<file path="src/hw/phy_ctrl_pkg.sv">
// shared constants and types for the phy control register port
package phy_ctrl_pkg;

  // register port geometry
  localparam int DATA_W = 16;
  localparam int REG_ADDR_W = 4;

  // register offsets
  localparam logic [3:0] OFS_POINTER = 4'h0;
  localparam logic [3:0] OFS_DATA = 4'h1;
  localparam logic [3:0] OFS_THRESHOLD = 4'h2;
  localparam logic [3:0] OFS_CONTROL = 4'h3;

  // reset values
  localparam logic [15:0] RST_POINTER = 16'h0000;
  localparam logic [15:0] RST_DATA = 16'h0000;
  localparam logic [15:0] RST_THRESHOLD = 16'h0000;
  localparam logic [15:0] RST_CONTROL = 16'h0000;

  // pointer layout, memory count and gain shift width
  localparam int POINTER_W = 13;
  localparam int SEL_LSB = 10;
  localparam int SEL_MSB = 12;
  localparam int BG_ADDR_MAX_W = 10;
  localparam int MEM_COUNT = 3;
  localparam int GAIN_SHIFT_W = 4;

  // target codes in pointer bits 12:10
  localparam logic [2:0] TGT_COMM = 3'h0;
  localparam logic [2:0] TGT_SYMBOL = 3'h2;
  localparam logic [2:0] TGT_FRAMESYNC = 3'h3;
  localparam logic [2:0] TGT_TXPHASE = 3'h4;
  localparam logic [2:0] TGT_DEBUG = 3'h7;

  // demodulator receive modes
  typedef enum logic [1:0] {RX_AUTO, RX_NORMAL, RX_ROBUST, RX_INVALID} receive_mode_t;

  // control register, bit 15 down to bit 0
  typedef struct packed {
    logic phy_configuration_mode;
    logic crc_enable;
    logic tx_reset_request;
    logic rx_reset_request;
    receive_mode_t receive_mode_field;
    logic gain_freeze;
    logic gain_control_enable;
    logic transmit_robust_enable;
    logic dc_blocker_enable;
    logic jammer_cancel_enable;
    logic jammer_detect_enable;
    logic path_direction_select;
    logic phy_clock_enable;
    logic acknowledge_start_strobe;
    logic retransmit_strobe;
  } phy_control_t;

  // one access towards the phy memories, comm register or debug bus
  typedef struct packed {
    logic [2:0] target;
    logic write;
    logic read;
    logic [BG_ADDR_MAX_W-1:0] addr;
    logic [DATA_W-1:0] wdata;
  } mem_req_t;

  // fixed gain setting used while gain adjustment is frozen
  typedef struct packed {
    logic fixed_gain_direction;
    logic [GAIN_SHIFT_W-1:0] gain_shift_amount;
  } fixed_gain_t;

endpackage

</file>
<file path="src/hw/phy_control_register_port.sv">
// register port that configures and commands the power-line phy
`timescale 1ns/100ps
module phy_control_register_port import phy_ctrl_pkg::*; #(
  parameter int ADDR_W = 10
) (
  input wire logic core_clk,
  input wire logic reset,
  input wire logic ce,
  input wire logic [REG_ADDR_W-1:0] reg_addr,
  input wire logic reg_wr,
  input wire logic reg_rd,
  input wire logic [DATA_W-1:0] reg_wdata,
  output logic [DATA_W-1:0] reg_rdata,
  input wire logic [DATA_W-1:0] mem_rdata,
  input wire logic mem_rvalid,
  input wire fixed_gain_t agc_fixed_in,
  output phy_control_t phy_control,
  output logic [DATA_W-1:0] estimation_threshold_field,
  output mem_req_t mem_req,
  output fixed_gain_t fixed_gain,
  output logic write_rejected
);

  // elaboration check on the background address width
  if (ADDR_W < 1 || ADDR_W > BG_ADDR_MAX_W) begin : g_bad_width
    $error("ADDR_W must lie between 1 and BG_ADDR_MAX_W");
  end

  logic [POINTER_W-1:0] phy_memory_pointer;
  logic [DATA_W-1:0] phy_memory_data;
  logic [POINTER_W-1:0] next_pointer;
  logic [DATA_W-1:0] next_data;
  logic [DATA_W-1:0] next_threshold;
  phy_control_t next_control;
  mem_req_t next_mem_req;
  fixed_gain_t next_fixed_gain;
  logic [DATA_W-1:0] next_rdata;
  logic next_rejected;
  logic [2:0] sel;
  logic paths_idle;
  logic config_ok;
  logic is_mem;
  logic is_direct;
  logic ptr_wr;
  logic data_wr;
  logic data_rd;
  logic ctrl_wr;
  logic thr_wr;
  logic ptr_ok;
  logic data_wr_ok;
  logic data_rd_ok;
  logic [MEM_COUNT-1:0][ADDR_W-1:0] bg_addr;
  logic [ADDR_W-1:0] sel_addr;

  // access decode and write permission
  always_comb begin
    sel = phy_memory_pointer[SEL_MSB:SEL_LSB];
    is_mem = (sel == TGT_SYMBOL) || (sel == TGT_FRAMESYNC) || (sel == TGT_TXPHASE);
    is_direct = (sel == TGT_COMM) || (sel == TGT_DEBUG);
    paths_idle = !phy_control.phy_clock_enable;
    config_ok = paths_idle && phy_control.phy_configuration_mode;
    ptr_wr = reg_wr && (reg_addr == OFS_POINTER);
    data_wr = reg_wr && (reg_addr == OFS_DATA);
    data_rd = reg_rd && (reg_addr == OFS_DATA);
    ctrl_wr = reg_wr && (reg_addr == OFS_CONTROL);
    thr_wr = reg_wr && (reg_addr == OFS_THRESHOLD);
    ptr_ok = ptr_wr && config_ok;
    data_wr_ok = data_wr && (is_direct || (is_mem && config_ok));
    data_rd_ok = data_rd && (is_direct || is_mem);
    sel_addr = '0;
    for (int k = 0; k < MEM_COUNT; k++) begin
      if (sel == 3'(TGT_SYMBOL + k)) begin
        sel_addr = bg_addr[k];
      end
    end
  end

  // one background address counter per phy memory
  for (genvar i = 0; i < MEM_COUNT; i++) begin : g_bg
    logic [2:0] code;
    assign code = 3'(TGT_SYMBOL + i);
    bg_address_counter #(.ADDR_W(ADDR_W)) u_bg (
      .core_clk(core_clk),
      .reset(reset),
      .ce(ce),
      .load(ptr_ok && (reg_wdata[SEL_MSB:SEL_LSB] == code)),
      .load_value(reg_wdata[ADDR_W-1:0]),
      .step((data_wr_ok || data_rd_ok) && (sel == code)),
      .addr(bg_addr[i])
    );
  end

  // next register values
  always_comb begin
    next_pointer = phy_memory_pointer;
    next_data = phy_memory_data;
    next_threshold = estimation_threshold_field;
    next_control = phy_control;
    next_control.retransmit_strobe = 1'b0;
    next_control.acknowledge_start_strobe = 1'b0;
    next_rejected = 1'b0;
    if (ptr_ok) begin
      next_pointer = reg_wdata[POINTER_W-1:0];
    end
    if (mem_rvalid) begin
      next_data = mem_rdata;
    end
    if (data_wr_ok) begin
      next_data = reg_wdata;
    end
    if (thr_wr) begin
      next_threshold = reg_wdata;
    end
    if (ctrl_wr) begin
      next_control = phy_control_t'(reg_wdata);
    end
    if ((ptr_wr && !ptr_ok) || (data_wr && !data_wr_ok)) begin
      next_rejected = 1'b1;
    end
  end

  // access towards the phy and fixed gain forwarding
  always_comb begin
    next_mem_req = '0;
    next_mem_req.target = sel;
    next_mem_req.addr = BG_ADDR_MAX_W'(sel_addr);
    next_mem_req.wdata = reg_wdata;
    next_mem_req.write = data_wr_ok;
    next_mem_req.read = data_rd_ok;
    next_fixed_gain = '0;
    if (phy_control.gain_freeze) begin
      next_fixed_gain = agc_fixed_in;
    end
  end

  // read data mux, unmapped offsets read zero
  always_comb begin
    next_rdata = '0;
    if (reg_rd) begin
      unique case (reg_addr)
        OFS_POINTER: next_rdata = {3'h0, phy_memory_pointer};
        OFS_DATA: next_rdata = phy_memory_data;
        OFS_THRESHOLD: next_rdata = estimation_threshold_field;
        OFS_CONTROL: next_rdata = phy_control;
        default: next_rdata = '0;
      endcase
    end
  end

  // state registers, frozen while ce is low
  always_ff @(posedge core_clk or posedge reset) begin
    if (reset) begin
      phy_memory_pointer <= RST_POINTER[POINTER_W-1:0];
      phy_memory_data <= RST_DATA;
      estimation_threshold_field <= RST_THRESHOLD;
      phy_control <= phy_control_t'(RST_CONTROL);
      mem_req <= '0;
      fixed_gain <= '0;
      reg_rdata <= '0;
      write_rejected <= 1'b0;
    end else if (ce) begin
      phy_memory_pointer <= next_pointer;
      phy_memory_data <= next_data;
      estimation_threshold_field <= next_threshold;
      phy_control <= next_control;
      mem_req <= next_mem_req;
      fixed_gain <= next_fixed_gain;
      reg_rdata <= next_rdata;
      write_rejected <= next_rejected;
    end
  end
endmodule

</file>
<file path="src/hw/bg_address_counter.sv">
// background address register of one phy memory
`timescale 1ns/100ps
module bg_address_counter import phy_ctrl_pkg::*; #(
  parameter int ADDR_W = 10
) (
  input wire logic core_clk,
  input wire logic reset,
  input wire logic ce,
  input wire logic load,
  input wire logic [ADDR_W-1:0] load_value,
  input wire logic step,
  output logic [ADDR_W-1:0] addr
);

  logic [ADDR_W-1:0] next_addr;

  // load wins over post-increment
  always_comb begin
    next_addr = addr;
    if (load) begin
      next_addr = load_value;
    end else if (step) begin
      next_addr = addr + 1'b1;
    end
  end

  // register, frozen while ce is low
  always_ff @(posedge core_clk or posedge reset) begin
    if (reset) begin
      addr <= '0;
    end else if (ce) begin
      addr <= next_addr;
    end
  end

endmodule

</file>
<file path="config.mk">
export PLATFORM = sky130hd
export DESIGN_NAME = phy_control_register_port
export DESIGN_NICKNAME = d
export VERILOG_FILES = /design/src/hw/phy_ctrl_pkg.sv /design/src/hw/phy_control_register_port.sv /design/src/hw/bg_address_counter.sv
export SDC_FILE = /design/constraint.sdc
export NUM_CORES = 1
export LEC_CHECK = 0
export BUFFER_PORTS_ARGS = -buffer_cell sky130_fd_sc_hd__buf_4
export CORE_ASPECT_RATIO = 1.1
export CORE_MARGIN = 4
export CORE_UTILIZATION = 45
export CTS_BUF_LIST = sky130_fd_sc_hd__clkbuf_8
export CTS_CLUSTER_DIAMETER = 60
export DETAILED_ROUTE_END_ITERATION = 12
export PLACE_DENSITY = 0.67
export SKIP_LAST_GASP = 1
export SLEW_MARGIN = 10
export SYNTH_ARGS = -nofsm -noshare
export SYNTH_HDL_FRONTEND = slang
export SYNTH_SLANG_ARGS = --single-unit
</file>
<file path="constraint.sdc">
create_clock -name core_clk -period 6.24 [get_ports core_clk]
set_clock_uncertainty 0.05 [all_clocks]
set_input_delay 0.936 -clock core_clk [delete_from_list [all_inputs] [get_ports core_clk]]
set_output_delay 0.936 -clock core_clk [all_outputs]
set_load 0.05 [all_outputs]
</file>
Word-level counts from Yosys, hierarchy flattened --
Index checks and enable logic that the tools add are counted. Widths: inputs -> output; s select.
Storage, ports and cells: register bits 144, output and inout bits 85
Cells by class: add/sub/neg operators 3, equality and inequality tests 10, muxes and demuxes 16, reduce and logical (&&, ||, !) cells 41
Operators by type and width (count):
- $mux 10 | 9
- $pmux 16 s4 | 1
- $mux 16 | 3
- $add 10x1->10 const B | 3
- $logic_and 1x1->1 | 18
- $reduce_and 2->1 | 7
- $eq 3x2->1 const B | 4
- $eq 3x3->1 const B | 3
- $eq 4x2->1 const B | 2
- $reduce_bool 2->1 | 4
- $logic_or 1x1->1 | 7
- $mux 5 | 1
- $eq 4x1->1 const B | 1
- $logic_not 4->1 | 1
- $logic_not 1->1 | 3
- $logic_not 3->1 | 1
- $mux 2 | 1
- $mux 1 | 1

Logic depth before layout (Yosys ltp) --
Gate-level depths: netlist (run 1).
depth in word-level cells 10, gate-level depth with buffers 7, gate-level depth less buffers 6

By module --
A second synthesis (run 1) with hierarchy kept.
Second synthesis, totals: cells, all modules 658, area, all modules 7220.7 um2
Modules (own cells, without submodules):
- phy_control_register_port | times used 1, cells each 436, area each 5265.0 um2
- bg_address_counter | times used 3, cells each 74, area each 651.9 um2

Worst setup path before layout (run 1) --
No wires, ideal clock.
kind input-to-reg, start point in reg_addr[1], end point reg phy_memory_data[3], arrival time 2.584 ns, data required time 6.070 ns, setup slack 3.487 ns, stages on the path 7, path buffers 3, cells stage by stage or4b_1 > buf_2 > or4_1 > buf_2 > buf_6 > o22ai_1 > nor2_1
On the way: word-level cells in the longest chain between the ends 5, elaborated cells on any way between the ends 6, those cells by class 1 x eq/ne; 1 x mux; 4 x reduce/logical
Ends and longest elaborated chain:
- start: declaration | line phy_control_register_port.sv:9 | input wire logic [REG_ADDR_W-1:0] reg_addr,
- $eq 4x1->1 (*) | line phy_control_register_port.sv:63 | data_wr = reg_wr && (reg_addr == OFS_DATA);
- $logic_and 1x1->1 (*) | line phy_control_register_port.sv:63
- $logic_and 1x1->1 (*) | line phy_control_register_port.sv:68 | data_wr_ok = data_wr && (is_direct || (is_mem && config_ok));
- $reduce_bool 2->1 (no source line)
- $reduce_and 2->1 (no source line)
- end signal: assignment | line phy_control_register_port.sv:163 | phy_memory_data <= next_data;
- end: declaration | line phy_control_register_port.sv:30 | logic [DATA_W-1:0] phy_memory_data;
Mark *: on every way between the ends. The rest lies on a longest branch, timed or not. A chain may end at the register's enable or synchronous reset.

Final worst setup path (run 1) --
start point reg phy_memory_pointer[11], end point reg g_bg[0].u_bg.addr[4]
On the way: word-level cells in the longest chain between the ends 10, elaborated cells on any way between the ends 17, those cells by class 4 x eq/ne; 13 x reduce/logical
Ends and longest elaborated chain:
- start: declaration | line phy_control_register_port.sv:29 | logic [POINTER_W-1:0] phy_memory_pointer;
- start signal: assignment | line phy_control_register_port.sv:153 | phy_memory_pointer <= RST_POINTER[POINTER_W-1:0];
- start signal: assignment | line phy_control_register_port.sv:162 | phy_memory_pointer <= next_pointer;
- $eq 3x2->1 (on tied branches) | line phy_control_register_port.sv:58, phy_control_register_port.sv:88
- $logic_or 1x1->1 (2 in series) | line phy_control_register_port.sv:58 | is_mem = (sel == TGT_SYMBOL) || (sel == TGT_FRAMESYNC) || (sel == TGT_TXPHASE);
- $logic_and 1x1->1 | line phy_control_register_port.sv:68
- $logic_or 1x1->1 | line phy_control_register_port.sv:68
- $logic_and 1x1->1 | line phy_control_register_port.sv:68
- $logic_or 1x1->1 | line phy_control_register_port.sv:88 | .step((data_wr_ok || data_rd_ok) && (sel == code)),
- $logic_and 1x1->1 (*) | line phy_control_register_port.sv:88
- $reduce_bool 2->1 (no source line) (*)
- $reduce_and 2->1 (no source line) (*)
- end signal: assignment | line bg_address_counter.sv:32 | addr <= next_addr;
- end: declaration | line bg_address_counter.sv:12 | output logic [ADDR_W-1:0] addr
Marked as above.

==> results of run 1 <==
[metal layers]
| layer | share of wire [%] | vias up |
|---|---|---|
| met1 | 40 | 3279 |
| li1 | - | 2925 |
| met3 | 8.1 | 62 |
| met4 | 3.4 | 0 |
| met5 | 0 | - |
| met2 | 49 | 304 |
[layout make-up]
cell class	instances	area, um2
Multi-Input combinational cell	499	3490
Inverter	21	83.8
Clock inverter	15	206
Sequential cell	144	3600
Fill cell	1431	6960
Tap cell	200	250
Timing Repair Buffer	137	1030
Clock buffer	17	234
[kinds of logic (layout without fill, tap and decap cells)]
kind of cell | Yosys count | after routing | share of synthesized area (%)
AOI/OAI and AO/OA | 198 | 198 | 19.9
DFF | 144 | 144 | 48.9
adders and majority gates | 3 | 3 | 0.510
muxes | 62 | 62 | 9.40
buffers and inverters | 73 | 190 | 4.06
and+or+nand+nor | 236 | 236 | 17.2
[worst paths after layout]
check / from / end / slack (ns) / cells after the start
max in group asynchronous: reset / phy_control[6] / 4.28 / 3
min in group asynchronous: reset / g_bg[1].u_bg.addr[8] / 0.57 / 2
max reg2reg: phy_memory_pointer[11] / g_bg[0].u_bg.addr[4] / 3.24 / 5
max: phy_memory_pointer[11] / g_bg[0].u_bg.addr[4] / 3.24 / 5
min: phy_memory_pointer[3] / phy_memory_pointer[3] / 0.44 / 1
min reg2reg: phy_memory_pointer[3] / phy_memory_pointer[3] / 0.44 / 1
[state kept, by name, summed over array words and instances (netlist names)]
| register | count |
|---|---|
| write_rejected | 1 |
| mem_req | 31 |
| estimation_threshold_field | 16 |
| phy_memory_pointer | 13 |
| fixed_gain | 5 |
| phy_memory_data | 16 |
| reg_rdata | 16 |
| phy_control | 16 |
| g_bg.u_bg.addr | 30 |
[report_power, final]
group	leakage (nW)	total (mW)	internal (mW)	switching [mW]
registers	1.81	1.09	1.01	0.0784
logic	1.94	0.570	0.173	0.396
clock network	0.217	0.828	0.440	0.387
total	3.96	2.49	1.63	0.862
[synth_stat cells, types with 3 or more instances]
library cell / number / area (um2)
o22ai_1: 26 / 163
a31oi_1: 7 / 43.8
o21ai_0: 17 / 85.1
a221oi_1: 16 / 140
and4_1: 5 / 43.8
o21ai_1: 5 / 25.0
o221ai_1: 3 / 26.3
nand3_1: 22 / 110
buf_2: 8 / 40.0
nor4_1: 10 / 62.6
nand2_1: 33 / 124
a21oi_1: 32 / 160
and4b_1: 3 / 30.0
clkbuf_1: 37 / 139
a22oi_1: 11 / 82.6
a222oi_1: 3 / 30.0
nand2b_1: 14 / 87.6
a211oi_1: 5 / 37.5
mux2i_1: 5 / 50.1
a22o_1: 15 / 131
ha_1: 3 / 37.5
mux2_1: 38 / 428
o221a_2: 3 / 33.8
o2bb2ai_1: 17 / 149
buf_1: 5 / 18.8
mux2_2: 19 / 214
a311oi_1: 6 / 52.6
nor2_1: 68 / 255
nand4_1: 12 / 75.1
inv_1: 20 / 75.1
nor2b_1: 6 / 37.5
nor3_1: 14 / 70.1
or3_1: 4 / 25.0
a21o_1: 4 / 30.0
or4_1: 3 / 22.5
nand3b_1: 3 / 22.5
nor3b_1: 5 / 37.5
and3_1: 15 / 93.8
dfrtp_1: 144 / 3600
and2_1: 9 / 56.3
[worst reg2reg max path, cell delays in order, from the launching register on]
cell and delay (ns):
dfrtp_1 0.74, nor2b_1 0.86, nand2_1 0.30, a2111oi_2 0.52, a311oi_1 0.16, a311oi_1 0.28
[stage by stage]
step	hold WS [ns]	setup WS, ns
6_report	0.443	3.24
5_1_grt	0.464	2.95
4_1_cts	0.446	3.25
3_5_place_dp	0.425	2.81
3_3_place_gp	0.419	2.81
2_1_floorplan	0.409	1.39
==> metrics.md, run 1 <==
| Metric | Value |
|---|---|
| Status | `completed` |
| Synthesized cell area | `0.00736 mm2` |
| Worst slew pin tran | `1.15 ns` |
| CTS root buf | `clkbuf_8` |
| Die Span Y | `around 140 um` |
| Final Hold Fails | `0` |
| Post-Route WL | `22900 um` |
| GR Util met1 | `31.5%` |
| RSZ-0062 raised after global routing | `no` |
| Grt total ovfl | `0` |
| Fin crit period | `3.00 ns` |
| Gr usage total | `25.2%` |
| Gr busiest metal | `met2` |
| Commonest non-fill, non-tap cell in the layout | `dfrtp_1` |
| Routed Antenna Nets | `0` |
| CP most frequent cell | `a311oi_1` |
| Placed insts | `roughly 1000` |
| Post-synthesis register bit count | `144` |
| Setup Fix Bufs, Post-CTS | `0` |
| Met3 Track Usage GR | `between 6 and 7%` |
| Worst path max stage delay | `0.85 ns` |
| Most frequent cells in the layout | `dfrtp_1 (144), buf_4 (137), nor2_1 (68)` |
| Port bufs | `131` |
| DR DRC count | `0` |
| Clk sink count | `144` |
| Syn avg cell area | `10.3 um2` |
| Post-CTS Hold Buffers | `0` |
| Core Util, Final | `56.1%` |
| Arrival time worst endpoint | `3.32 ns` |
| Worst-Skew Late Latency | `around 0.47 ns` |
| DRT Pass-1 Iters | `8` |
| Critical Path Start Type | `flip-flop` |
| P per Cell Area | `280 mW/mm2` |
| H-Tree Depth | `4` |
| CP top delay family | `simple AND/OR/NAND/NOR gates` |
| Area Growth Syn to Fin | `20.8%` |
| Die Area | `0.0185 mm2` |
| CTS Buf Count | `17` |
| Post-synthesis sequential area ratio | `48.9%` |
| Total power | `2.49 mW` |
| Synthesized net count | `766` |
| Total negative setup slack | `0 ns` |
| WL/cell | `22.2 um` |
| Cell Rows | `between 40 and 50` |
| # IOs | `132` |
| Slowest CP cell | `nor2b_1` |
| Global-route wire length before repair | `between 30000 and 40000 um` |
| Layout Nets | `870` |
| Vias in the first global route | `6679` |
| Die Width | `130 um` |
| DRT iter0 DRCs | `about 500` |
| Core ar. | `0.0159 mm2` |
| CP cell instances | `nor2b_1 > nand2_1 > a2111oi_2 > a311oi_1 > a311oi_1` |
| Slew HR | `a little under a quarter` |
| Main flop type after synthesis | `dfrtp_1` |
| Post-cts resize count | `0` |
| Buf/Inv on CP | `0` |
| Yosys Warn Count | `0` |
| Share of post-route cells with drive strength above 1 | `24.8%` |
| Met2 GRT Util | `41.3%` |
| Max Slew Vio Count | `0` |
| Asr flop ratio synth | `100%` |
| Post-DR vias/cell | `6.36` |
| GPL Wtd Cong | `about 0.9` |
| WP data required | `~6.6 ns` |
| Static Leakage | `around 4 nW` |
| Worst vdd ir | `between 200 and 250 uV` |
| Post-synth EDFFs | `0` |
| Clock-pin slew on the worst setup and hold paths | `0.09 ns` |
| Max Cap Viol | `0` |
| Crit. End Element | `flip-flop` |
| Routed vias | `6570` |
| Max Clk Rate | `0.334 GHz` |
| Post-DP HPWL | `15700 um` |
| Cell Count, Final, Fillers Out | `1033` |
| Post-DP Area | `between 0.008 and 0.009 mm2` |
| N_diodes | `0` |
| Synth cell types | `72` |
| Crit-path max FO | `17` |
| Pin count of the biggest net entering global routing | `86` |
| Clk buf depth | `2` |
| Initial antenna violation count | `0` |
| HP Class | `flip-flop to flip-flop` |
| Final setup viols | `0` |
| Synth Instances | `716` |
| Crit path kind | `flip-flop to flip-flop` |
| CTS tree | `built` |
| Design area | `0.00890 mm2` |
| Initial Utilization | `a little under half` |
| Final Cycle Share | `48.0%` |
(Power assumes the default switching activity.)
==> run 2, diff against run 1 <==
==> constraint.sdc (replaced) <==
create_clock -name core_clk -period 3 [get_ports core_clk]
set_clock_uncertainty 0.05 [all_clocks]
set_input_delay 0.45 -clock core_clk [delete_from_list [all_inputs] [get_ports core_clk]]
set_output_delay 0.45 -clock core_clk [all_outputs]
set_load 0.05 [all_outputs]
==> run 2 against run 1 <==
Register-to-register slack lost 2.6 ns. Via count grew 1.2%. Critical path type unchanged. Worst hold slack lost 0.30 ns. Combinational power up 110%. Utilization is 0.69 points higher.
==> metrics.md, run 2 (synthesis results as in run 1) <==
| Metric | Value |
|---|---|
| Post-DR vias/cell | `6.31` |
| P per Cell Area | `547 mW/mm2` |
| Biggest register | `mem_req` |
| Max Clk Rate | `about 0.43 GHz` |
| Area Growth Syn to Fin | `22.3%` |
| Crit-path max FO | `13` |
| WP data required | `3.30 ns` |
| Grt total ovfl | `0` |
| Final setup viols | `0` |
| WL/cell | `22.6 um` |
| DRT Pass-1 Iters | `7` |
| Cell Count, Final, Fillers Out | `1054` |
| Worst vdd ir | `351 uV` |
| Port bufs | `roughly 130` |
| Share of post-route cells with drive strength above 1 | `26.7%` |
| DR DRC count | `0` |
| CTS Buf Count | `17` |
| Worst r2r src | `phy_memory_pointer[10]` |
| CTS tree | `built` |
| Total negative setup slack | `0 ns` |
| Final Hold Fails | `0` |
| RSZ-0062 raised after global routing | `no` |
| Core Util, Final | `56.8%` |
| Pin count of the biggest net entering global routing | `145` |
| HP Class | `input port to async pin` |
| Critical Path Start Type | `flip-flop` |
| Core ar. | `0.0159 mm2` |
| Routed Antenna Nets | `0` |
| Initial antenna violation count | `0` |
| Commonest non-fill, non-tap cell in the layout | `buf_4` |
| Max Cap Viol | `0` |
| Die Span Y | `142 um` |
| Cell Rows | `48` |
| Slew HR | `45.4%` |
| Post-DP HPWL | `16400 um` |
| Arrival time worst endpoint | `2.64 ns` |
| Regs by FF count | `mem_req x31, g_bg.u_bg.addr x30` |
| Placed insts | `1022` |
| DRT iter0 DRCs | `670` |
| Static Leakage | `4.03 nW` |
| Critical Path Source | `phy_memory_pointer[10]` |
| Die Area | `0.0185 mm2` |
| Initial Utilization | `46.4%` |
| Final Cycle Share | `78.1%` |
| Gr usage total | `26.2%` |
| Status | `completed` |
| Crit. End Element | `flip-flop` |
| H-Tree Depth | `4` |
| Max Slew Vio Count | `0` |
| N_diodes | `0` |
| Layout fillers | `1389` |
| Post-Route WL | `around 24000 um` |
| GPL Wtd Cong | `0.959` |
| Die Width | `about 130 um` |
| Routed vias | `around 6700` |
| Post-cts resize count | `0` |
| Clock-pin slew on the worst setup and hold paths | `0.09 ns` |
| Vias in the first global route | `approximately 6700` |
| Worst slew pin tran | `0.819 ns` |
| CTS root buf | `clkbuf_8` |
| Post-CTS Hold Buffers | `0` |
| Most frequent cells in the layout | `buf_4 (156), dfrtp_1 (144), nor2_1 (68)` |
| # IOs | `between 100 and 150` |
| Area of the multi-input gates | `0.00349 mm2` |
| Setup Fix Bufs, Post-CTS | `0` |
| Fin crit period | `2.34 ns` |
| Worst-Skew Late Latency | `0.45 ns` |
| Clk buf depth | `2` |
| Reg area | `0.00360 mm2` |
| Max FFs per register | `31` |
| Layout Nets | `891` |
| Global-route wire length before repair | `37400 um` |
| Crit path kind | `flip-flop to flip-flop` |
| Final hold slack | `0.140 ns` |
| Clk sink count | `between 100 and 150` |
## run 2: final timing paths
| kind | end | cells past startpoint | slack (ns) |
|---|---|---|---|
| max | g_bg[0].u_bg.addr[4] | 5 | 0.66 |
| min | mem_req[7] | 3 | 0.14 |
| max reg2reg | g_bg[0].u_bg.addr[4] | 5 | 0.66 |
| min reg2reg | write_rejected | 1 | 0.43 |
| max in group asynchronous | mem_req[30] | 3 | 2.11 |
| min in group core_clk | phy_memory_data[5] | 3 | 0.18 |
## run 2: stage by stage
stage               worst slack [ns]  instance area, um2  total power [mW]
floorplan                      0.687                7370              3.05
global placement               0.374                8640              3.49
detailed placement             0.332                8640              3.51
CTS                            0.703                9010              4.96
global route                   0.403                9010              5.14
finish                         0.657                9010              4.92
## run 2: power breakdown
part | leakage, nW | switching (mW) | total, mW | internal, mW
combinational | 2.05 | 0.843 | 1.22 | 0.379
clock | 0.181 | 0.827 | 1.45 | 0.619
sequential | 1.81 | 0.145 | 2.25 | 2.11
total | 4.03 | 1.82 | 4.92 | 3.11
## run 2: worst max-delay path, stage by stage, from the launching register on
cell       delay [ns]
dfrtp_1          0.56
nand2b_1         0.29
o211ai_1         0.32
a2111oi_2        0.59
a311oi_1         0.16
a311oi_1         0.26
## run 2: layout make-up
type / instances / share of cell area [%]
clock inverters: 14 / 1.33
multi-input cells: 499 / 38.8
flip-flops and latches: 144 / 40.0
clock buffers: 18 / 2.75
repair buffers: 158 / 13.4
inverters: 21 / 0.917
well taps: 200 / 2.78
## run 2: per-layer routing
metal | up-vias | routed length (um) | global-route usage [%]
met5 | - | 0 | 0
met4 | 0 | 792 | 10.8
met3 | 57 | 1910 | 6.01
met2 | 333 | 11500 | 42.4
met1 | 3296 | 9620 | 34.1
li1 | 2964 | - | -
==> run 3, diff against run 2 <==
==> constraint.sdc (replaced) <==
create_clock -name core_clk -period 2.2 [get_ports core_clk]
set_clock_uncertainty 0.05 [all_clocks]
set_input_delay 0.33 -clock core_clk [delete_from_list [all_inputs] [get_ports core_clk]]
set_output_delay 0.33 -clock core_clk [all_outputs]
set_load 0.05 [all_outputs]
==> run 3 against run 2 <==
Critical path depth increased by 2. Cell area increased by 4.4%. Utilization increased by 2.5 points. Clock power increased by 36%. Largest cell class unchanged. Critical path type unchanged. Count of clock-buffer cells in the layout increased by 2. Global-route usage increased by 0.46 points.
==> metrics.md, run 3 (synthesis results as in run 1) <==
| Metric | Value |
|---|---|
| Layout fillers | `roughly 1400` |
| N_diodes | `0` |
| Final hold slack | `0.0485 ns` |
| Max Slew Vio Count | `0` |
| Port bufs | `131` |
| Final setup viols | `0` |
| Worst vdd ir | `595 uV` |
| Post-DP HPWL | `17000 um` |
| Slew HR | `57.8%` |
| Met2 GRT Util | `42.9%` |
| Gr busiest metal | `met2` |
| Biggest register | `mem_req` |
| Fin crit period | `2.08 ns` |
| Setup Fix Bufs, Post-CTS | `0` |
| WP data required | `2.53 ns` |
| RSZ-0062 raised after global routing | `no` |
| Crit. End Element | `flip-flop` |
| CTS root buf | `clkbuf_8` |
| Grt total ovfl | `0` |
| Clk buf depth | `2` |
| Layout Nets | `935` |
| Clk sink count | `between 100 and 150` |
| Commonest non-fill, non-tap cell in the layout | `buf_4` |
| Die Width | `130 um` |
| GR Util met1 | `33.9%` |
| Crit path kind | `flip-flop to flip-flop` |
| Met3 Track Usage GR | `6.83%` |
| WL/cell | `21.9 um` |
| Routed Antenna Nets | `0` |
| Regs by FF count | `mem_req x31, g_bg.u_bg.addr x30` |
| Core ar. | `about 0.016 mm2` |
| Initial antenna violation count | `0` |
| Max FFs per register | `31` |
| Status | `completed` |
| DRT Pass-1 Iters | `5` |
| Area of the multi-input gates | `0.00351 mm2` |
| Global-route wire length before repair | `37900 um` |
| Worst-Skew Late Latency | `0.47 ns` |
| Die Area | `approximately 0.018 mm2` |
| Pin count of the biggest net entering global routing | `95` |
| Clock-pin slew on the worst setup and hold paths | `0.08 ns` |
| Crit-path max FO | `12` |
| Gr usage total | `26.7%` |
| Initial Utilization | `between 40% and 50%` |
| CTS Buf Count | `17` |
| Share of post-route cells with drive strength above 1 | `30.5%` |
| Arrival time worst endpoint | `~2.4 ns` |
| Max Cap Viol | `0` |
| Final Hold Fails | `0` |
| Area Growth Syn to Fin | `27.7%` |
| H-Tree Depth | `4` |
| Max Clk Rate | `0.480 GHz` |
| DRT iter0 DRCs | `536` |
| HP Class | `input port to flip-flop` |
| # IOs | `between 100 and 150` |
| Die Span Y | `142 um` |
| CTS tree | `built` |
| Total negative setup slack | `0 ns` |
| DR DRC count | `0` |
| Routed vias | `6735` |
| Cell Rows | `48` |
| Final Cycle Share | `a little over nine tenths` |
| Worst slew pin tran | `0.633 ns` |
| Critical Path Start Type | `flip-flop` |
| Post-Route WL | `24000 um` |
| Post-DR vias/cell | `slightly above 6` |
| Static Leakage | `4.26 nW` |
| Vias in the first global route | `approximately 6800` |
| GPL Wtd Cong | `roughly 0.96` |
| P per Cell Area | `slightly above 700 mW/mm2` |
| Most frequent cells in the layout | `buf_4 (195), dfrtp_1 (141), nor2_1 (68)` |
| Reg area | `0.00361 mm2` |
==> run 3: layout make-up <==
class | instances | area share [%]
Sequential cell | 144 | 38.4
Multi-Input combinational cell | 499 | 37.3
Timing Repair Buffer | 202 | 17.0
Clock buffer | 20 | 2.93
Tap cell | 200 | 2.66
Clock inverter | 12 | 0.905
Inverter | 21 | 0.878
==> run 3: worst paths after layout <==
path	startpoint	end	slack, ns	depth (start not counted)
setup / recovery	phy_control[15]	g_bg[0].u_bg.addr[3]	0.12	7
hold / removal	mem_rdata[5]	phy_memory_data[5]	0.05	3
setup reg to reg	phy_control[15]	g_bg[0].u_bg.addr[3]	0.12	7
hold reg to reg	phy_memory_pointer[2]	phy_memory_pointer[2]	0.44	1
max in group asynchronous	reset	phy_memory_pointer[8]	1.07	4
min in group asynchronous	reset	mem_req[22]	0.47	4
==> run 3: metal layers <==
| metal | up-vias | share of wire [%] |
|---|---|---|
| li1 | 3045 | - |
| met1 | 3358 | 41 |
| met2 | 274 | 48 |
| met3 | 58 | 7.5 |
| met4 | 0 | 3.5 |
| met5 | - | 0 |
==> run 3: stage by stage <==
| stage | cells | total power [mW] | area [um2] | setup WS [ns] | util (%) |
|---|---|---|---|---|---|
| finish | 1098 | 6.78 | 9400 | 0.116 | 59.3 |
| CTS | 1098 | 6.82 | 9380 | 0.0855 | 59.2 |
| floorplan | 716 | 4.16 | 7370 | -0.113 | - |
| detailed placement | 1065 | 4.85 | 9010 | -0.149 | 56.8 |
| global placement | 1065 | 4.82 | 9010 | -0.113 | 56.8 |
| global route | 1098 | 7.06 | 9400 | 0.00421 | 59.3 |
==> run 3: what timing repair did <==
action	4_1_cts	5_1_grt
gates resized for setup	0	6
endpoints found under the hold margin	41	0
hold buffers	1	0
endpoints found under the setup margin	0	7
==> run 3: power by group <==
part	leakage, nW	switching [mW]	internal, mW
registers	1.80	0.189	2.88
clock network	0.188	1.09	0.874
logic	2.27	1.17	0.569
==> run 3: worst max-delay path, cell delays in order, from the launching register on <==
cell       delay [ns]
dfrtp_2          0.46
nor2b_1          0.16
buf_4            0.17
o211a_1          0.29
buf_4            0.16
o2111ai_1        0.28
mux2_1           0.36
o221ai_1         0.07
